===== config.mk =====
export PLATFORM = sky130hd
export DESIGN_NAME = serial_card
export DESIGN_NICKNAME = d
export VERILOG_FILES = /design/src/design/serial_card_pkg.sv /design/src/design/serial_card.sv
export VERILOG_INCLUDE_DIRS = /design/src /design/src/design
export SDC_FILE = /design/constraint.sdc
export NUM_CORES = 1
export LEC_CHECK = 0
export ABC_AREA = 1
export BUFFER_PORTS_ARGS = -buffer_cell sky130_fd_sc_hd__buf_4
export CORE_MARGIN = 2
export CORE_UTILIZATION = 65
export DETAILED_ROUTE_END_ITERATION = 10
export GPL_ROUTABILITY_DRIVEN = 0
export PLACE_DENSITY_LB_ADDON = 0.15
export SKIP_LAST_GASP = 1
export SLEW_MARGIN = 10
export SYNTH_ARGS = -nofsm -noshare
export SYNTH_HDL_FRONTEND = slang
export SYNTH_SLANG_ARGS = --single-unit

===== constraint.sdc =====
create_clock -name ref_clk_i -period 4.6 [get_ports ref_clk_i]
set_clock_uncertainty 0.2 [all_clocks]
set_input_delay 0.46 -clock ref_clk_i [delete_from_list [all_inputs] [get_ports ref_clk_i]]
set_output_delay 0.46 -clock ref_clk_i [all_outputs]
set_load 0.05 [all_outputs]

===== src/design/serial_card_defines.svh =====
`ifndef SERIAL_CARD_DEFINES_SVH
`define SERIAL_CARD_DEFINES_SVH

// ****************************************************************
// register offsets
// ****************************************************************
`define A_MODE     4'h0
`define A_CTRL     4'h1
`define A_STATUS   4'h2
`define A_TX_BUF   4'h3
`define A_RX_BUF   4'h4
`define A_CARD     4'h5
`define A_DIV      4'h6
`define A_EVENT    4'h7
`define A_MASK     4'h8

// ****************************************************************
// field positions
// ****************************************************************
`define MOD_LEN7   6
`define MOD_PEN    5
`define MOD_ODD    4
`define CTL_TX_IE  7
`define CTL_RX_IE  6
`define CTL_TX_EN  5
`define CTL_RX_EN  4
`define CTL_END_IE 2
`define ST_EMPTY   7
`define ST_FULL    6
`define ST_OVR     5
`define ST_FRM     4
`define ST_PAR     3
`define ST_DONE    2
`define CD_DIR     3
`define CD_INV     2
`define CD_RSV     1
`define CD_SIF     0

// ****************************************************************
// reset values and timing
// ****************************************************************
`define RST_DIV    8'h0F
`define RST_RSV    1'b1
`endif


===== src/design/serial_card_pkg.sv =====
package serial_card_pkg;
	// one bit per request line
	typedef struct packed {
		logic tx_end;
		logic rx_err;
		logic rx_full;
		logic tx_empty;
	} req_t;

	// transfer start lines
	typedef struct packed {
		logic tx_empty;
		logic rx_full;
	} trig_t;

	// register port
	typedef struct packed {
		logic [3:0] addr;
		logic [7:0] wdata;
		logic       wr;
		logic       rd;
	} bus_t;

	typedef enum logic [1:0] {TX_IDLE = 2'b01, TX_SEND = 2'b10} tx_st_t;
	typedef enum logic [2:0] {RX_IDLE = 3'b001, RX_START = 3'b010, RX_DATA = 3'b100} rx_st_t;

	typedef struct packed {
		logic [7:0]  mode;
		logic [7:0]  ctrl;
		logic [7:0]  div;
		logic [7:0]  tx_buf;
		logic [7:0]  rx_buf;
		logic [7:0]  rd_data;
		logic        bit_order;
		logic        invert;
		logic        card_if;
		logic        empty_f;
		logic        done_f;
		logic        full_f;
		logic        ovr_f;
		logic        frm_f;
		logic        par_f;
		logic [3:0]  ev;
		logic [3:0]  mask;
		logic        irq;
		req_t        req;
		trig_t       dma;
		trig_t       xfer;
		logic [2:0]  sync;
		logic        rx_lvl;
		tx_st_t      tx_st;
		logic [7:0]  tx_cnt;
		logic [3:0]  tx_left;
		logic [10:0] tx_sh;
		logic        txd;
		rx_st_t      rx_st;
		logic [7:0]  rx_cnt;
		logic [3:0]  rx_idx;
		logic [9:0]  rx_sh;
	} state_t;
endpackage


===== src/design/serial_card.sv =====
`include "serial_card_defines.svh"

module serial_card #(
	parameter bit CHAN2 = 1'b0
) (
	// clock, reset, enable
	input  wire logic                   ref_clk_i,
	input  wire logic                   resetn_i,
	input  wire logic                   ce_i,
	// register port
	input  wire serial_card_pkg::bus_t  bus_i,
	output      logic [7:0]             rd_data_o,
	// transfer engines
	input  wire logic                   xfer_wr_i,
	input  wire logic [7:0]             xfer_data_i,
	input  wire logic                   xfer_rd_i,
	output      logic [7:0]             xfer_data_o,
	output      serial_card_pkg::trig_t dma_trig_o,
	output      serial_card_pkg::trig_t xfer_trig_o,
	// interrupt lines
	output      serial_card_pkg::req_t  req_o,
	output      logic                   irq_o,
	// serial pins
	input  wire logic                   rxd_i,
	output      logic                   txd_o
);
	import serial_card_pkg::*;

	state_t     s;
	state_t     next;
	logic       n8;
	logic       pen;
	logic       odd;
	logic [3:0] nbits;
	logic [7:0] d;
	logic [7:0] line;
	logic       pbit;
	logic [3:0] reqv;
	logic [10:0] f;

	// ****************************************************************
	// helpers
	// ****************************************************************

	// data shaping, same both ways since reverse and invert undo
	function automatic logic [7:0] shape(input logic [7:0] v, input logic len8,
		input logic dir, input logic inv);
		logic [7:0] r;
		r = v;
		if (len8 && dir) begin
			for (int i = 0; i < 8; i++) begin
				r[i] = v[7 - i];
			end
		end
		if (inv) begin
			r = ~r;
		end
		if (!len8) begin
			r[7] = 1'b0;
		end
		return r;
	endfunction

	// parity bit over line data, sense from odd select only
	function automatic logic parity(input logic [7:0] v, input logic o);
		return ^v ^ o;
	endfunction

	// ****************************************************************
	// next state
	// ****************************************************************

	// all state derived in one place
	always_comb begin
		next  = s;
		n8    = !s.mode[`MOD_LEN7] || s.card_if;
		pen   = s.mode[`MOD_PEN] || s.card_if;
		odd   = s.mode[`MOD_ODD];
		nbits = n8 ? 4'h8 : 4'h7;
		d     = 8'h00;
		line  = 8'h00;
		pbit  = 1'b0;
		f     = 11'h7FF;
		reqv  = 4'h0;

		// pin synchroniser, level taken once stages two and three agree
		next.sync = {s.sync[1:0], rxd_i};
		if (s.sync[1] == s.sync[2]) begin
			next.rx_lvl = s.sync[2];
		end

		// transmitter, ahead of bus writes so a fresh write stays pending
		unique case (s.tx_st)
			TX_IDLE: begin
				if (s.ctrl[`CTL_TX_EN] && !s.empty_f) begin
					d = shape(s.tx_buf, n8, s.bit_order, s.invert);
					f[0] = 1'b0;
					for (int i = 0; i < 8; i++) begin
						if (i < int'(nbits)) begin
							f[i + 1] = d[i];
						end
					end
					if (pen) begin
						f[nbits + 4'h1] = parity(d, odd);
					end
					next.tx_sh   = f;
					next.tx_left = nbits + {3'h0, pen} + 4'h2;
					next.tx_cnt  = s.div;
					next.tx_st   = TX_SEND;
					next.empty_f = 1'b1;
				end
			end
			TX_SEND: begin
				if (s.tx_cnt == 8'h00) begin
					next.tx_cnt  = s.div;
					next.tx_sh   = {1'b1, s.tx_sh[10:1]};
					next.tx_left = s.tx_left - 4'h1;
					if (s.tx_left == 4'h1) begin
						next.tx_st  = TX_IDLE;
						next.done_f = s.empty_f;
					end
				end else begin
					next.tx_cnt = s.tx_cnt - 8'h01;
				end
			end
		endcase

		// register writes
		if (bus_i.wr) begin
			case (bus_i.addr)
				`A_MODE: next.mode = bus_i.wdata;
				`A_CTRL: next.ctrl = bus_i.wdata;
				`A_DIV:  next.div  = bus_i.wdata;
				`A_MASK: next.mask = bus_i.wdata[3:0];
				`A_TX_BUF: begin
					next.tx_buf  = bus_i.wdata;
					next.empty_f = 1'b0;
					next.done_f  = 1'b0;
				end
				`A_STATUS: begin
					if (bus_i.wdata[`ST_OVR]) next.ovr_f = 1'b0;
					if (bus_i.wdata[`ST_FRM]) next.frm_f = 1'b0;
					if (bus_i.wdata[`ST_PAR]) next.par_f = 1'b0;
				end
				`A_CARD: begin
					next.bit_order = bus_i.wdata[`CD_DIR];
					next.invert    = bus_i.wdata[`CD_INV];
					next.card_if   = bus_i.wdata[`CD_SIF];
				end
				`A_EVENT: next.ev = s.ev & ~bus_i.wdata[3:0];
				default: ;
			endcase
		end

		// transfer engine write fills the buffer and clears empty
		if (xfer_wr_i) begin
			next.tx_buf  = xfer_data_i;
			next.empty_f = 1'b0;
			next.done_f  = 1'b0;
		end

		// register reads, data stand only in the following cycle
		next.rd_data = 8'h00;
		if (bus_i.rd) begin
			case (bus_i.addr)
				`A_MODE:   next.rd_data = s.mode;
				`A_CTRL:   next.rd_data = s.ctrl;
				`A_DIV:    next.rd_data = s.div;
				`A_TX_BUF: next.rd_data = s.tx_buf;
				`A_EVENT:  next.rd_data = {4'h0, s.ev};
				`A_MASK:   next.rd_data = {4'h0, s.mask};
				`A_STATUS: next.rd_data = {s.empty_f, s.full_f, s.ovr_f, s.frm_f,
					s.par_f, s.done_f, 2'b00};
				`A_CARD:   next.rd_data = {4'h0, s.bit_order, s.invert, `RST_RSV,
					s.card_if};
				`A_RX_BUF: begin
					next.rd_data = s.rx_buf;
					next.full_f  = 1'b0;
				end
				default: next.rd_data = 8'h00;
			endcase
		end

		// transfer engine read empties the buffer
		if (xfer_rd_i) begin
			next.full_f = 1'b0;
		end

		// receiver, after the clears so a new frame's flags win
		unique case (s.rx_st)
			RX_IDLE: begin
				if (s.ctrl[`CTL_RX_EN] && !s.rx_lvl) begin
					next.rx_st  = RX_START;
					next.rx_cnt = {1'b0, s.div[7:1]};
				end
			end
			RX_START: begin
				if (s.rx_cnt == 8'h00) begin
					next.rx_cnt = s.div;
					next.rx_idx = 4'h0;
					next.rx_st  = s.rx_lvl ? RX_IDLE : RX_DATA;
				end else begin
					next.rx_cnt = s.rx_cnt - 8'h01;
				end
			end
			RX_DATA: begin
				if (s.rx_cnt == 8'h00) begin
					next.rx_cnt = s.div;
					if (s.rx_idx == nbits + {3'h0, pen}) begin
						line = n8 ? s.rx_sh[7:0] : {1'b0, s.rx_sh[6:0]};
						pbit = s.rx_sh[nbits];
						next.rx_st = RX_IDLE;
						if (!s.rx_lvl) begin
							next.frm_f = 1'b1;
						end
						if (pen && (parity(line, odd) != pbit)) begin
							next.par_f = 1'b1;
						end
						if (s.full_f) begin
							next.ovr_f = 1'b1;
						end else begin
							next.rx_buf = shape(line, n8, s.bit_order, s.invert);
							next.full_f = 1'b1;
						end
					end else begin
						next.rx_sh[s.rx_idx] = s.rx_lvl;
						next.rx_idx = s.rx_idx + 4'h1;
					end
				end else begin
					next.rx_cnt = s.rx_cnt - 8'h01;
				end
			end
		endcase
		if (!s.ctrl[`CTL_RX_EN]) begin
			next.rx_st = RX_IDLE;
		end
		next.txd = (next.tx_st == TX_SEND) ? next.tx_sh[0] : 1'b1;

		// request lines, each its flag gated by an enable, rx full and rx error sharing the rx enable
		next.req.tx_empty = s.empty_f && s.ctrl[`CTL_TX_IE];
		next.req.tx_end   = s.done_f && s.ctrl[`CTL_END_IE];
		next.req.rx_full  = s.full_f && s.ctrl[`CTL_RX_IE];
		next.req.rx_err   = (s.ovr_f || s.frm_f || s.par_f) && s.ctrl[`CTL_RX_IE];
		reqv = next.req;

		// only data requests start transfers, dma never on channel two
		next.xfer.tx_empty = next.req.tx_empty;
		next.xfer.rx_full  = next.req.rx_full;
		next.dma.tx_empty  = next.req.tx_empty && !CHAN2;
		next.dma.rx_full   = next.req.rx_full && !CHAN2;

		// sticky events on a rising request, set beats the clear
		next.ev  = next.ev | (reqv & ~s.req);
		next.irq = |(next.ev & next.mask);
	end

	// ****************************************************************
	// state register
	// ****************************************************************

	// state held while the enable is low
	always_ff @(posedge ref_clk_i or negedge resetn_i) begin
		if (!resetn_i) begin
			s         <= '0;
			s.div     <= `RST_DIV;
			s.empty_f <= 1'b1;
			s.done_f  <= 1'b1;
			s.sync    <= 3'h7;
			s.rx_lvl  <= 1'b1;
			s.txd     <= 1'b1;
			s.tx_st   <= TX_IDLE;
			s.rx_st   <= RX_IDLE;
		end else if (ce_i) begin
			s <= next;
		end
	end

	// outputs straight from state
	assign rd_data_o   = s.rd_data;
	assign xfer_data_o = s.rx_buf;
	assign dma_trig_o  = s.dma;
	assign xfer_trig_o = s.xfer;
	assign req_o       = s.req;
	assign irq_o       = s.irq;
	assign txd_o       = s.txd;

	// ****************************************************************
	// checks
	// ****************************************************************

	tx_empty_req_a: assert property (@(posedge ref_clk_i) disable iff (!resetn_i)
		ce_i && s.empty_f && s.ctrl[`CTL_TX_IE] |=> req_o.tx_empty)
		else $error("tx empty request missing");
	tx_end_req_a: assert property (@(posedge ref_clk_i) disable iff (!resetn_i)
		ce_i && s.done_f && s.ctrl[`CTL_END_IE] |=> req_o.tx_end)
		else $error("tx end request missing");
	rx_full_req_a: assert property (@(posedge ref_clk_i) disable iff (!resetn_i)
		ce_i && s.full_f && s.ctrl[`CTL_RX_IE] |=> req_o.rx_full)
		else $error("rx full request missing");
	rx_err_req_a: assert property (@(posedge ref_clk_i) disable iff (!resetn_i)
		ce_i && (s.ovr_f || s.frm_f || s.par_f) && s.ctrl[`CTL_RX_IE] |=> req_o.rx_err)
		else $error("rx error request missing");
	req_drop_a: assert property (@(posedge ref_clk_i) disable iff (!resetn_i)
		ce_i && !(s.empty_f && s.ctrl[`CTL_TX_IE]) |=> !req_o.tx_empty)
		else $error("tx empty request held without cause");
	trig_source_a: assert property (@(posedge ref_clk_i) disable iff (!resetn_i)
		(xfer_trig_o.tx_empty || dma_trig_o.tx_empty) |-> req_o.tx_empty)
		else $error("transfer started without tx empty request");
	chan_two_a: assert property (@(posedge ref_clk_i) disable iff (!resetn_i)
		CHAN2 |-> !dma_trig_o.tx_empty && !dma_trig_o.rx_full)
		else $error("dma started on channel two");
	xfer_clear_a: assert property (@(posedge ref_clk_i) disable iff (!resetn_i)
		ce_i && xfer_wr_i |=> !s.empty_f)
		else $error("transfer write left empty flag set");
	rsvd_read_a: assert property (@(posedge ref_clk_i) disable iff (!resetn_i)
		ce_i && bus_i.rd && bus_i.addr == `A_CARD |=> rd_data_o[`CD_RSV])
		else $error("reserved card bit read as zero");
	irq_out_a: assert property (@(posedge ref_clk_i) disable iff (!resetn_i)
		$rose(req_o.rx_full) && s.mask[1] |-> irq_o)
		else $error("masked-in event gave no interrupt");

	// ****************************************************************
	// request drop, event, interrupt, read, line and freeze checks
	// ****************************************************************

	// rx full request falls with its flag or enable
	rx_full_drop_a: assert property (@(posedge ref_clk_i) disable iff (!resetn_i)
		ce_i && !(s.full_f && s.ctrl[`CTL_RX_IE]) |=> !req_o.rx_full)
		else $error("rx full request held without cause");

	// tx end request falls with its flag or enable
	tx_end_drop_a: assert property (@(posedge ref_clk_i) disable iff (!resetn_i)
		ce_i && !(s.done_f && s.ctrl[`CTL_END_IE]) |=> !req_o.tx_end)
		else $error("tx end request held without cause");

	// rx error request falls once all error flags are clear
	rx_err_drop_a: assert property (@(posedge ref_clk_i) disable iff (!resetn_i)
		ce_i && !((s.ovr_f || s.frm_f || s.par_f) && s.ctrl[`CTL_RX_IE]) |=> !req_o.rx_err)
		else $error("rx error request held without cause");

	// receive transfers only ever come from the rx full request
	rx_trig_src_a: assert property (@(posedge ref_clk_i) disable iff (!resetn_i)
		(xfer_trig_o.rx_full || dma_trig_o.rx_full) |-> req_o.rx_full)
		else $error("transfer started without rx full request");

	// transfer read clears full unless a frame lands at once
	rd_clear_a: assert property (@(posedge ref_clk_i) disable iff (!resetn_i)
		ce_i && xfer_rd_i && s.rx_st != RX_DATA |=> !s.full_f)
		else $error("transfer read left full flag set");

	// a rising tx empty request always leaves its sticky event bit set
	ev_empty_a: assert property (@(posedge ref_clk_i) disable iff (!resetn_i)
		$rose(req_o.tx_empty) |-> s.ev[0])
		else $error("tx empty event not recorded");

	// same for the receive error request
	ev_err_a: assert property (@(posedge ref_clk_i) disable iff (!resetn_i)
		$rose(req_o.rx_err) |-> s.ev[2])
		else $error("rx error event not recorded");

	// same for the transmit end request
	ev_end_a: assert property (@(posedge ref_clk_i) disable iff (!resetn_i)
		$rose(req_o.tx_end) |-> s.ev[3])
		else $error("tx end event not recorded");

	// interrupt line follows event and mask on the same edge
	irq_level_a: assert property (@(posedge ref_clk_i) disable iff (!resetn_i)
		ce_i |=> irq_o == |(s.ev & s.mask))
		else $error("interrupt line disagrees with events");

	// read data return to zero when no read was made
	rd_idle_a: assert property (@(posedge ref_clk_i) disable iff (!resetn_i)
		ce_i && !bus_i.rd |=> rd_data_o == 8'h00)
		else $error("read data left standing");

	// an idle transmitter keeps the line high
	line_idle_a: assert property (@(posedge ref_clk_i) disable iff (!resetn_i)
		s.tx_st == TX_IDLE |-> txd_o)
		else $error("line low while transmitter idle");

	// a loaded buffer starts a frame with a low start bit
	tx_start_a: assert property (@(posedge ref_clk_i) disable iff (!resetn_i)
		ce_i && s.tx_st == TX_IDLE && s.ctrl[`CTL_TX_EN] && !s.empty_f && !xfer_wr_i &&
		!(bus_i.wr && bus_i.addr == `A_TX_BUF) |=> !txd_o && s.empty_f)
		else $error("loaded frame did not start");

	// low enable freezes every bit of state
	freeze_a: assert property (@(posedge ref_clk_i) disable iff (!resetn_i)
		!ce_i |=> $stable(s))
		else $error("state moved while enable low");
endmodule


==> run_results.csv, run 1 <==
group,metric,value,unit
global_route,antenna_found_initial,0,
setup_path,cp.required,4.76,ns
sta,hold_viol,0,
logic_synthesis,synth-edff-count,0,
clock_tree,clk_path_buf_depth,2,
logic_synthesis,ys_ff_latch,124,
clock_tree,cts_buffers,17,
power,p_int,2520,µW
power,power.leakage,0.00382,µW
setup_path,crit_type,"flop to flop",
power,p_per_area,482,mW/mm²
setup_path,crit_path_end_kind,"flop",
route,drt_first_pass_iters,6,
logic_synthesis,synth_top_flop_cell,"dfrtp_1",
final_layout,fin_util,75.0,%
logic_synthesis,synth_area_leaders,"dfrtp_1 38%, nand2_1 11%, o21ai_0 8.5%",
setup_path,cp.arrival,2.97,ns
placement,placed_cells,1090,
global_route,grt_max_degree,71,
die,die_h,110,µm
power,p_comb_share,27.6,%
logic_synthesis,netlist_top_cells_count,"210 x nand2_1, 125 x o21ai_0, 111 x dfrtp_1",
logic_synthesis,async_flop_share,100,%
global_route,met1_usage,43.9,%
setup_path,crit_start,"s[79]$_DFFE_PN0P_",
global_route,grt_usage,34.5,%
clock_tree,cts_sinks,124,
global_route,grt_pass1_wl,33500,µm
route,wl_per_cell,18.4,µm
hold_path,min_from,"bus_i[9]",
power,p_sw_share,36.2,%
logic_synthesis,synth_top_area_cell,"dfrtp_1",
route,vias,6988,
sta,worst_slew_pin_slew,0.909,ns
die,dieWidth,110,µm
global_route,met3_usage,8.01,%
logic_synthesis,synth.most_common_cell,"nand2_1",
sta,maxSlewViolCount,0,
die,io_pins,54,
die,start_util,67.4,%
logic_synthesis,yosys_warnings,0,
hold_path,hp-class,"input pin to flop",
sta,grt_setup_unrepaired,"false",
clock_tree,cts_tree,"done",
sta,fin_setup_tns,0,ns
final_layout,fillers,830,
sta,max_clock_freq,356,MHz
sta,maxSlewHeadroom,39.2,%
power,p_clk_share,34.3,%
route,drtIter0Drc,890,
route,postRouteAntennaNets,0,
setup_path,path_max_fanout,19,
logic_synthesis,ys_seq_area_share,42.3,%
power,irDropWorstVdd,0.391,mV
logic_synthesis,synth_top_area_share,37.7,%
sta,period_needed,2.81,ns
global_route,gr-total-overflow,0,
setup_path,rr_startpoint,"s[79]$_DFFE_PN0P_",
logic_synthesis,synth_cell_types,52,
clock_tree,ctsHoldBuffers,1,
status,status,"finished clean",
global_route,grt_pass1_vias,6687,
final_layout,nNetsFinal,1008,
clock_tree,cts_resized,0,
clock_tree,cts_setup_buffers,0,
flow_run,cap_violations,0,
clock_tree,cts_root_buffer,"clkbuf_16",
logic_synthesis,avgSynthCellArea,7.77,µm²
die,placementRows,38,
final_layout,layout-drive-gt1-share,15.4,%
clock_tree,insertion_delay,0.44,ns
logic_synthesis,synthCells,948,
placement,io_buffers,53,
power,seqPwrFrac,38.1,%
route,wl,20600,µm
clock_tree,clk_pin_slew,0.06,ns
logic_synthesis,synthesis.nets,986,
sta,fin_crit_sh,61.1,%
final_layout,antenna_cells,0,
route,avgViaCountPerCell,6.22,
power,netSwitchingPower,1430,µW
final_layout,fin_cells,1123,
setup_path,cp-start-kind,"flop",
die,die-area,0.0122,mm²
sta,setup_viol_count_final,0,
die,fp.coreArea,0.0109,mm²
logic_synthesis,mappedNetlistArea,0.00737,mm²
placement,dp_hpwl,14800,µm
final_layout,syn2layout_area_growth,11.3,%
route,drc,0,
global_route,gr-max-usage-layer,"met2",
clock_tree,htreeDepth,4,
global_route,use_met2,54.4,%
## final timing paths
kind                            slack [ns]                  to  cells after the start
worst max-delay path                  1.79   s[35]$_DFFE_PN0P_                     12
worst min-delay path                  0.06  s[128]$_DFFE_PN0P_                      3
worst max register to register        1.79   s[35]$_DFFE_PN0P_                     12
worst min register to register        0.28   s[54]$_DFFE_PN1P_                      2
max in group asynchronous             2.71   s[49]$_DFFE_PN1P_                      3
min in group asynchronous             0.50   s[67]$_DFFE_PN0P_                      2
## routing by layer
layer	up-vias	share of wire, %
li1	3176	-
met1	3252	38
met2	456	46
met3	104	11
met4	0	5.4
met5	-	0
## state kept, by name, indices dropped and copies added (netlist names), named ones only
name / count
s: 90
rd_data_o: 8
xfer_data_o: 8
next: 2
req_o: 2
xfer_trig_o: 2
irq_o: 1
odd: 1
txd_o: 1
## through the flow
step           power [µW]  cell area [µm²]  setup WS, ns  hold WS (ns)
2_1_floorplan        2280             7370          2.29       -0.0356
3_3_place_gp         2510             7600          1.94         0.258
3_5_place_dp         2560             7600          1.87         0.271
4_1_cts              3920             8200          1.84        0.0550
5_1_grt              4140             8200          1.50        0.0662
6_report             3950             8200          1.79        0.0621
## power groups by stage
stage	combinational, µW	sequential, µW	clock (µW)
2_1_floorplan	829	1460	0
3_3_place_gp	1010	1500	0
3_5_place_dp	1050	1510	0
4_1_cts	1070	1500	1350
5_1_grt	1220	1520	1400
6_report	1090	1500	1350
## worst max-delay path: stages, from the launching register on
cell      delay (ns)
dfrtp_1         0.71
clkinv_1        0.71
nand3_1         0.35
nand3_1         0.09
nand2_1         0.12
inv_1           0.06
nand2_1         0.06
nand2_1         0.06
inv_1           0.05
nand2_1         0.06
nand3_1         0.07
nand2_1         0.05
a21oi_1         0.13
## kinds of logic (layout without fill, tap and decap cells)
kind of cell | after synthesis | count (layout) | share of synthesized area, %
AO/OA/AOI/OAI | 245 | 245 | 19.2
buffers and inverters | 176 | 211 | 11.1
XOR/XNOR | 23 | 23 | 2.73
multiplexers | 1 | 1 | 0.136
flip-flops | 124 | 124 | 42.3
AND/OR/NAND/NOR | 369 | 369 | 22.8
adder cells (fa/ha/maj) | 10 | 10 | 1.70
## cell usage in the layout, fill, tap and decap left out, drive strengths merged, types with 10 or more instances in the layout
cell type  netlist  layout
a21oi           46      46
buf             42      55
clkbuf          11      20
dfrtp          111     111
dfstp           13      13
ha              10      10
inv            121     121
nand2          216     216
nand3           73      73
nor2            56      56
nor3            14      14
o21ai          142     142
o22ai           19      19
xor2            17      17
## cell type report
class                           count  area, µm²  share of cell area [%]
Timing Repair Buffer               56        423                    5.16
Tap cell                          140        175                    2.14
Sequential cell                   124       3120                    38.0
Clock buffer                       20        437                    5.33
Inverter                          123        467                    5.69
Clock inverter                     12        148                    1.80
Multi-Input combinational cell    648       3430                    41.8
Note: power is estimated with default switching activity, not from simulation.
==> inputs of run 2 (changes only) <==
--- a/config.mk
+++ b/config.mk
@@ -9,7 +9,7 @@
 export ABC_AREA = 1
 export BUFFER_PORTS_ARGS = -buffer_cell sky130_fd_sc_hd__buf_4
 export CORE_MARGIN = 2
-export CORE_UTILIZATION = 65
+export CORE_UTILIZATION = 55
 export DETAILED_ROUTE_END_ITERATION = 10
 export GPL_ROUTABILITY_DRIVEN = 0
 export PLACE_DENSITY_LB_ADDON = 0.15
==> constraint.sdc (replaced) <==
create_clock -name ref_clk_i -period 2.5 [get_ports ref_clk_i]
set_clock_uncertainty 0.2 [all_clocks]
set_input_delay 0.25 -clock ref_clk_i [delete_from_list [all_inputs] [get_ports ref_clk_i]]
set_output_delay 0.25 -clock ref_clk_i [all_outputs]
set_load 0.05 [all_outputs]
==> run 2 against run 1 <==
Effect of this change:
- sequential power rose by 82%
- via count is 2.9% lower
- global-route usage is 3.8 points lower
- first-iteration DRC count decreased by 21%
- fmax grew 21%
- worst hold slack worse by 0.057 ns
- critical endpoint is now xfer_data_o[7]$_DFFE_PN0P_
- largest cell class unchanged
- largest power group unchanged
==> run_results.csv, run 2 (synthesis results as in run 1) <==
group,metric,value,unit
clock_tree,insertion_delay,0.43,ns
setup_path,cpLargestDelayFamily,"simple AND/OR/NAND/NOR gates",
power,p_int,4660,µW
clock_tree,clk_pin_slew,0.05,ns
flow_run,cap_violations,0,
setup_path,critical_path_buf_inv_count,3,
final_layout,nNetsFinal,1042,
route,drt_first_pass_iters,5,
die,placementRows,42,
global_route,grt_usage,30.7,%
power,seqPwrFrac,37.4,%
setup_path,cp.required,2.60,ns
power,p_per_area,849,mW/mm²
power,netSwitchingPower,2620,µW
hold_path,worstHoldEndpoint,"s[75]$_DFFE_PN0P_",
setup_path,path_max_fanout,17,
hold_path,hp-class,"input pin to flop",
setup_path,crit_type,"flop to flop",
setup_path,timing.rr.end,"xfer_data_o[7]$_DFFE_PN0P_",
route,avgViaCountPerCell,5.68,
sta,hold_viol,0,
sta,maxSlewHeadroom,55.9,%
clock_tree,htreeDepth,4,
final_layout,final_cell_mix,"210 x nand2_1, 125 x o21ai_0, 111 x dfrtp_1",
die,die_h,120,µm
route,drtIter0Drc,703,
clock_tree,cts_tree,"done",
sta,max_clock_freq,432,MHz
final_layout,regMostFlops,"s",
final_layout,syn2layout_area_growth,16.4,%
setup_path,cp_slowest_stage_delay,0.38,ns
final_layout,layout-drive-gt1-share,16.6,%
global_route,antenna_found_initial,0,
final_layout,largest_register_ffs,90,
sta,period_needed,2.32,ns
global_route,gr-total-overflow,0,
clock_tree,cts_setup_buffers,0,
power,p_sw_share,35.9,%
route,vias,6782,
die,io_pins,54,
setup_path,cp_cell_sequence,"inv_2, nand2_4, inv_1, ha_1, xor2_1, nand2_1, nor2_4, inv_2, nor3_4, nand2_4, nand2_1, o21ai_2",
hold_path,min_from,"xfer_rd_i",
placement,placed_cells,1144,
clock_tree,cts_root_buffer,"clkbuf_16",
setup_path,cp.arrival,2.42,ns
sta,setup_viol_count_final,0,
die,dieWidth,120,µm
route,postRouteAntennaNets,0,
setup_path,rr_startpoint,"s[78]$_DFFE_PN0P_",
route,top_layer,"met4",
setup_path,crit_slowest_cell,"dfrtp_1",
sta,maxSlewViolCount,0,
final_layout,final_common_cell,"nand2_1",
power,power,7280,µW
route,wl_per_cell,17.5,µm
power,p_comb_share,29.0,%
placement,place_area,0.00781,mm²
sta,fin_setup_tns,0,ns
sta,fin_crit_sh,92.7,%
route,wl,20900,µm
setup_path,crit_path_end_kind,"flop",
clock_tree,cts_sinks,124,
die,die-area,0.0143,mm²
final_layout,final_area,0.00857,mm²
power,p_clk_share,33.5,%
final_layout,fin_cells,1193,
route,wl_met2,9460,µm
power,power.leakage,0.00398,µW
global_route,grt_pass1_vias,6403,
sta,worst_slew_pin_slew,0.658,ns
power,irDropWorstVdd,0.502,mV
setup_path,cp-start-kind,"flop",
die,start_util,56.1,%
global_route,grt_max_degree,50,
hold_path,hold_path_depth,4,
setup_path,r2r_slack,0.18,ns
clock_tree,cts_buffers,17,
route,drc,0,
setup_path,reg2reg_depth,12,
status,status,"finished clean",
final_layout,fin_util,65.3,%
route,wl_met3,1450,µm
final_layout,antenna_cells,0,
route,wl_met1,9190,µm
die,fp.coreArea,0.0131,mm²
sta,grt_setup_unrepaired,"false",
placement,dp_hpwl,15400,µm
global_route,grt_pass1_wl,33900,µm
placement,io_buffers,53,
clock_tree,clk_path_buf_depth,2,
==> run 2: power by group through the flow <==
stage,Sequential [µW],Combinational (µW),Clock [µW]
after global placement,2730,2020,0
after floorplan,2680,1530,0
after CTS,2720,2090,2440
after detailed placement,2740,2040,0
final,2730,2110,2440
after global routing,2770,2370,2540
==> run 2: worst max path at each step <==
stage / cells after the start / slack (ns) / end / start
2_1_floorplan: 13 / 0.19 / xfer_data_o[6]$_DFFE_PN0P_ / s[127]$_DFFE_PN0P_
3_3_place_gp: 12 / 0.28 / xfer_data_o[5]$_DFFE_PN0P_ / s[78]$_DFFE_PN0P_
3_5_place_dp: 12 / 0.17 / xfer_data_o[1]$_DFFE_PN0P_ / s[78]$_DFFE_PN0P_
4_1_cts: 12 / 0.13 / xfer_data_o[7]$_DFFE_PN0P_ / s[78]$_DFFE_PN0P_
5_1_grt: 13 / 0.05 / xfer_data_o[4]$_DFFE_PN0P_ / s[78]$_DFFE_PN0P_
6_report: 12 / 0.18 / xfer_data_o[7]$_DFFE_PN0P_ / s[78]$_DFFE_PN0P_
==> run 2: what timing repair did <==
item                                    4_1_cts  5_1_grt
gates resized for setup                       0        2
endpoints found under the setup margin        0        2
hold buffers                                 17        0
hold endpoints to repair                     66        0
==> run 2: per-layer routing <==
metal  GRT usage, %  up-vias
li1               -     3253
met2           46.9      298
met4           12.2        0
met3           6.61       62
met5              0        -
met1           42.7     3169
==> run 2: per-stage QoR <==
stage | hold WS, ns | setup WS, ns
CTS | 0.0131 | 0.131
global route | 0.0502 | 0.0550
global placement | 0.114 | 0.277
detailed placement | 0.120 | 0.174
finish | 0.00511 | 0.183
floorplan | -0.246 | 0.188
==> run 2: worst register-to-register path, delay by kind of cell, from the launching register on <==
family          cells  cell delay, ns
compound gates      1            0.05
xor+xnor            1            0.17
simple gates        6            0.82
buf+inv             3            0.29
fa+ha+maj           1            0.28
flops               1            0.38
==> run 2: layout make-up <==
class / instances / area [µm²]
Tap cell: 176 / 220
Multi-Input combinational cell: 648 / 3440
Clock inverter: 10 / 116
Timing Repair Buffer: 90 / 743
Inverter: 123 / 467
Fill cell: 1150 / 4560
Clock buffer: 22 / 464
Sequential cell: 124 / 3120
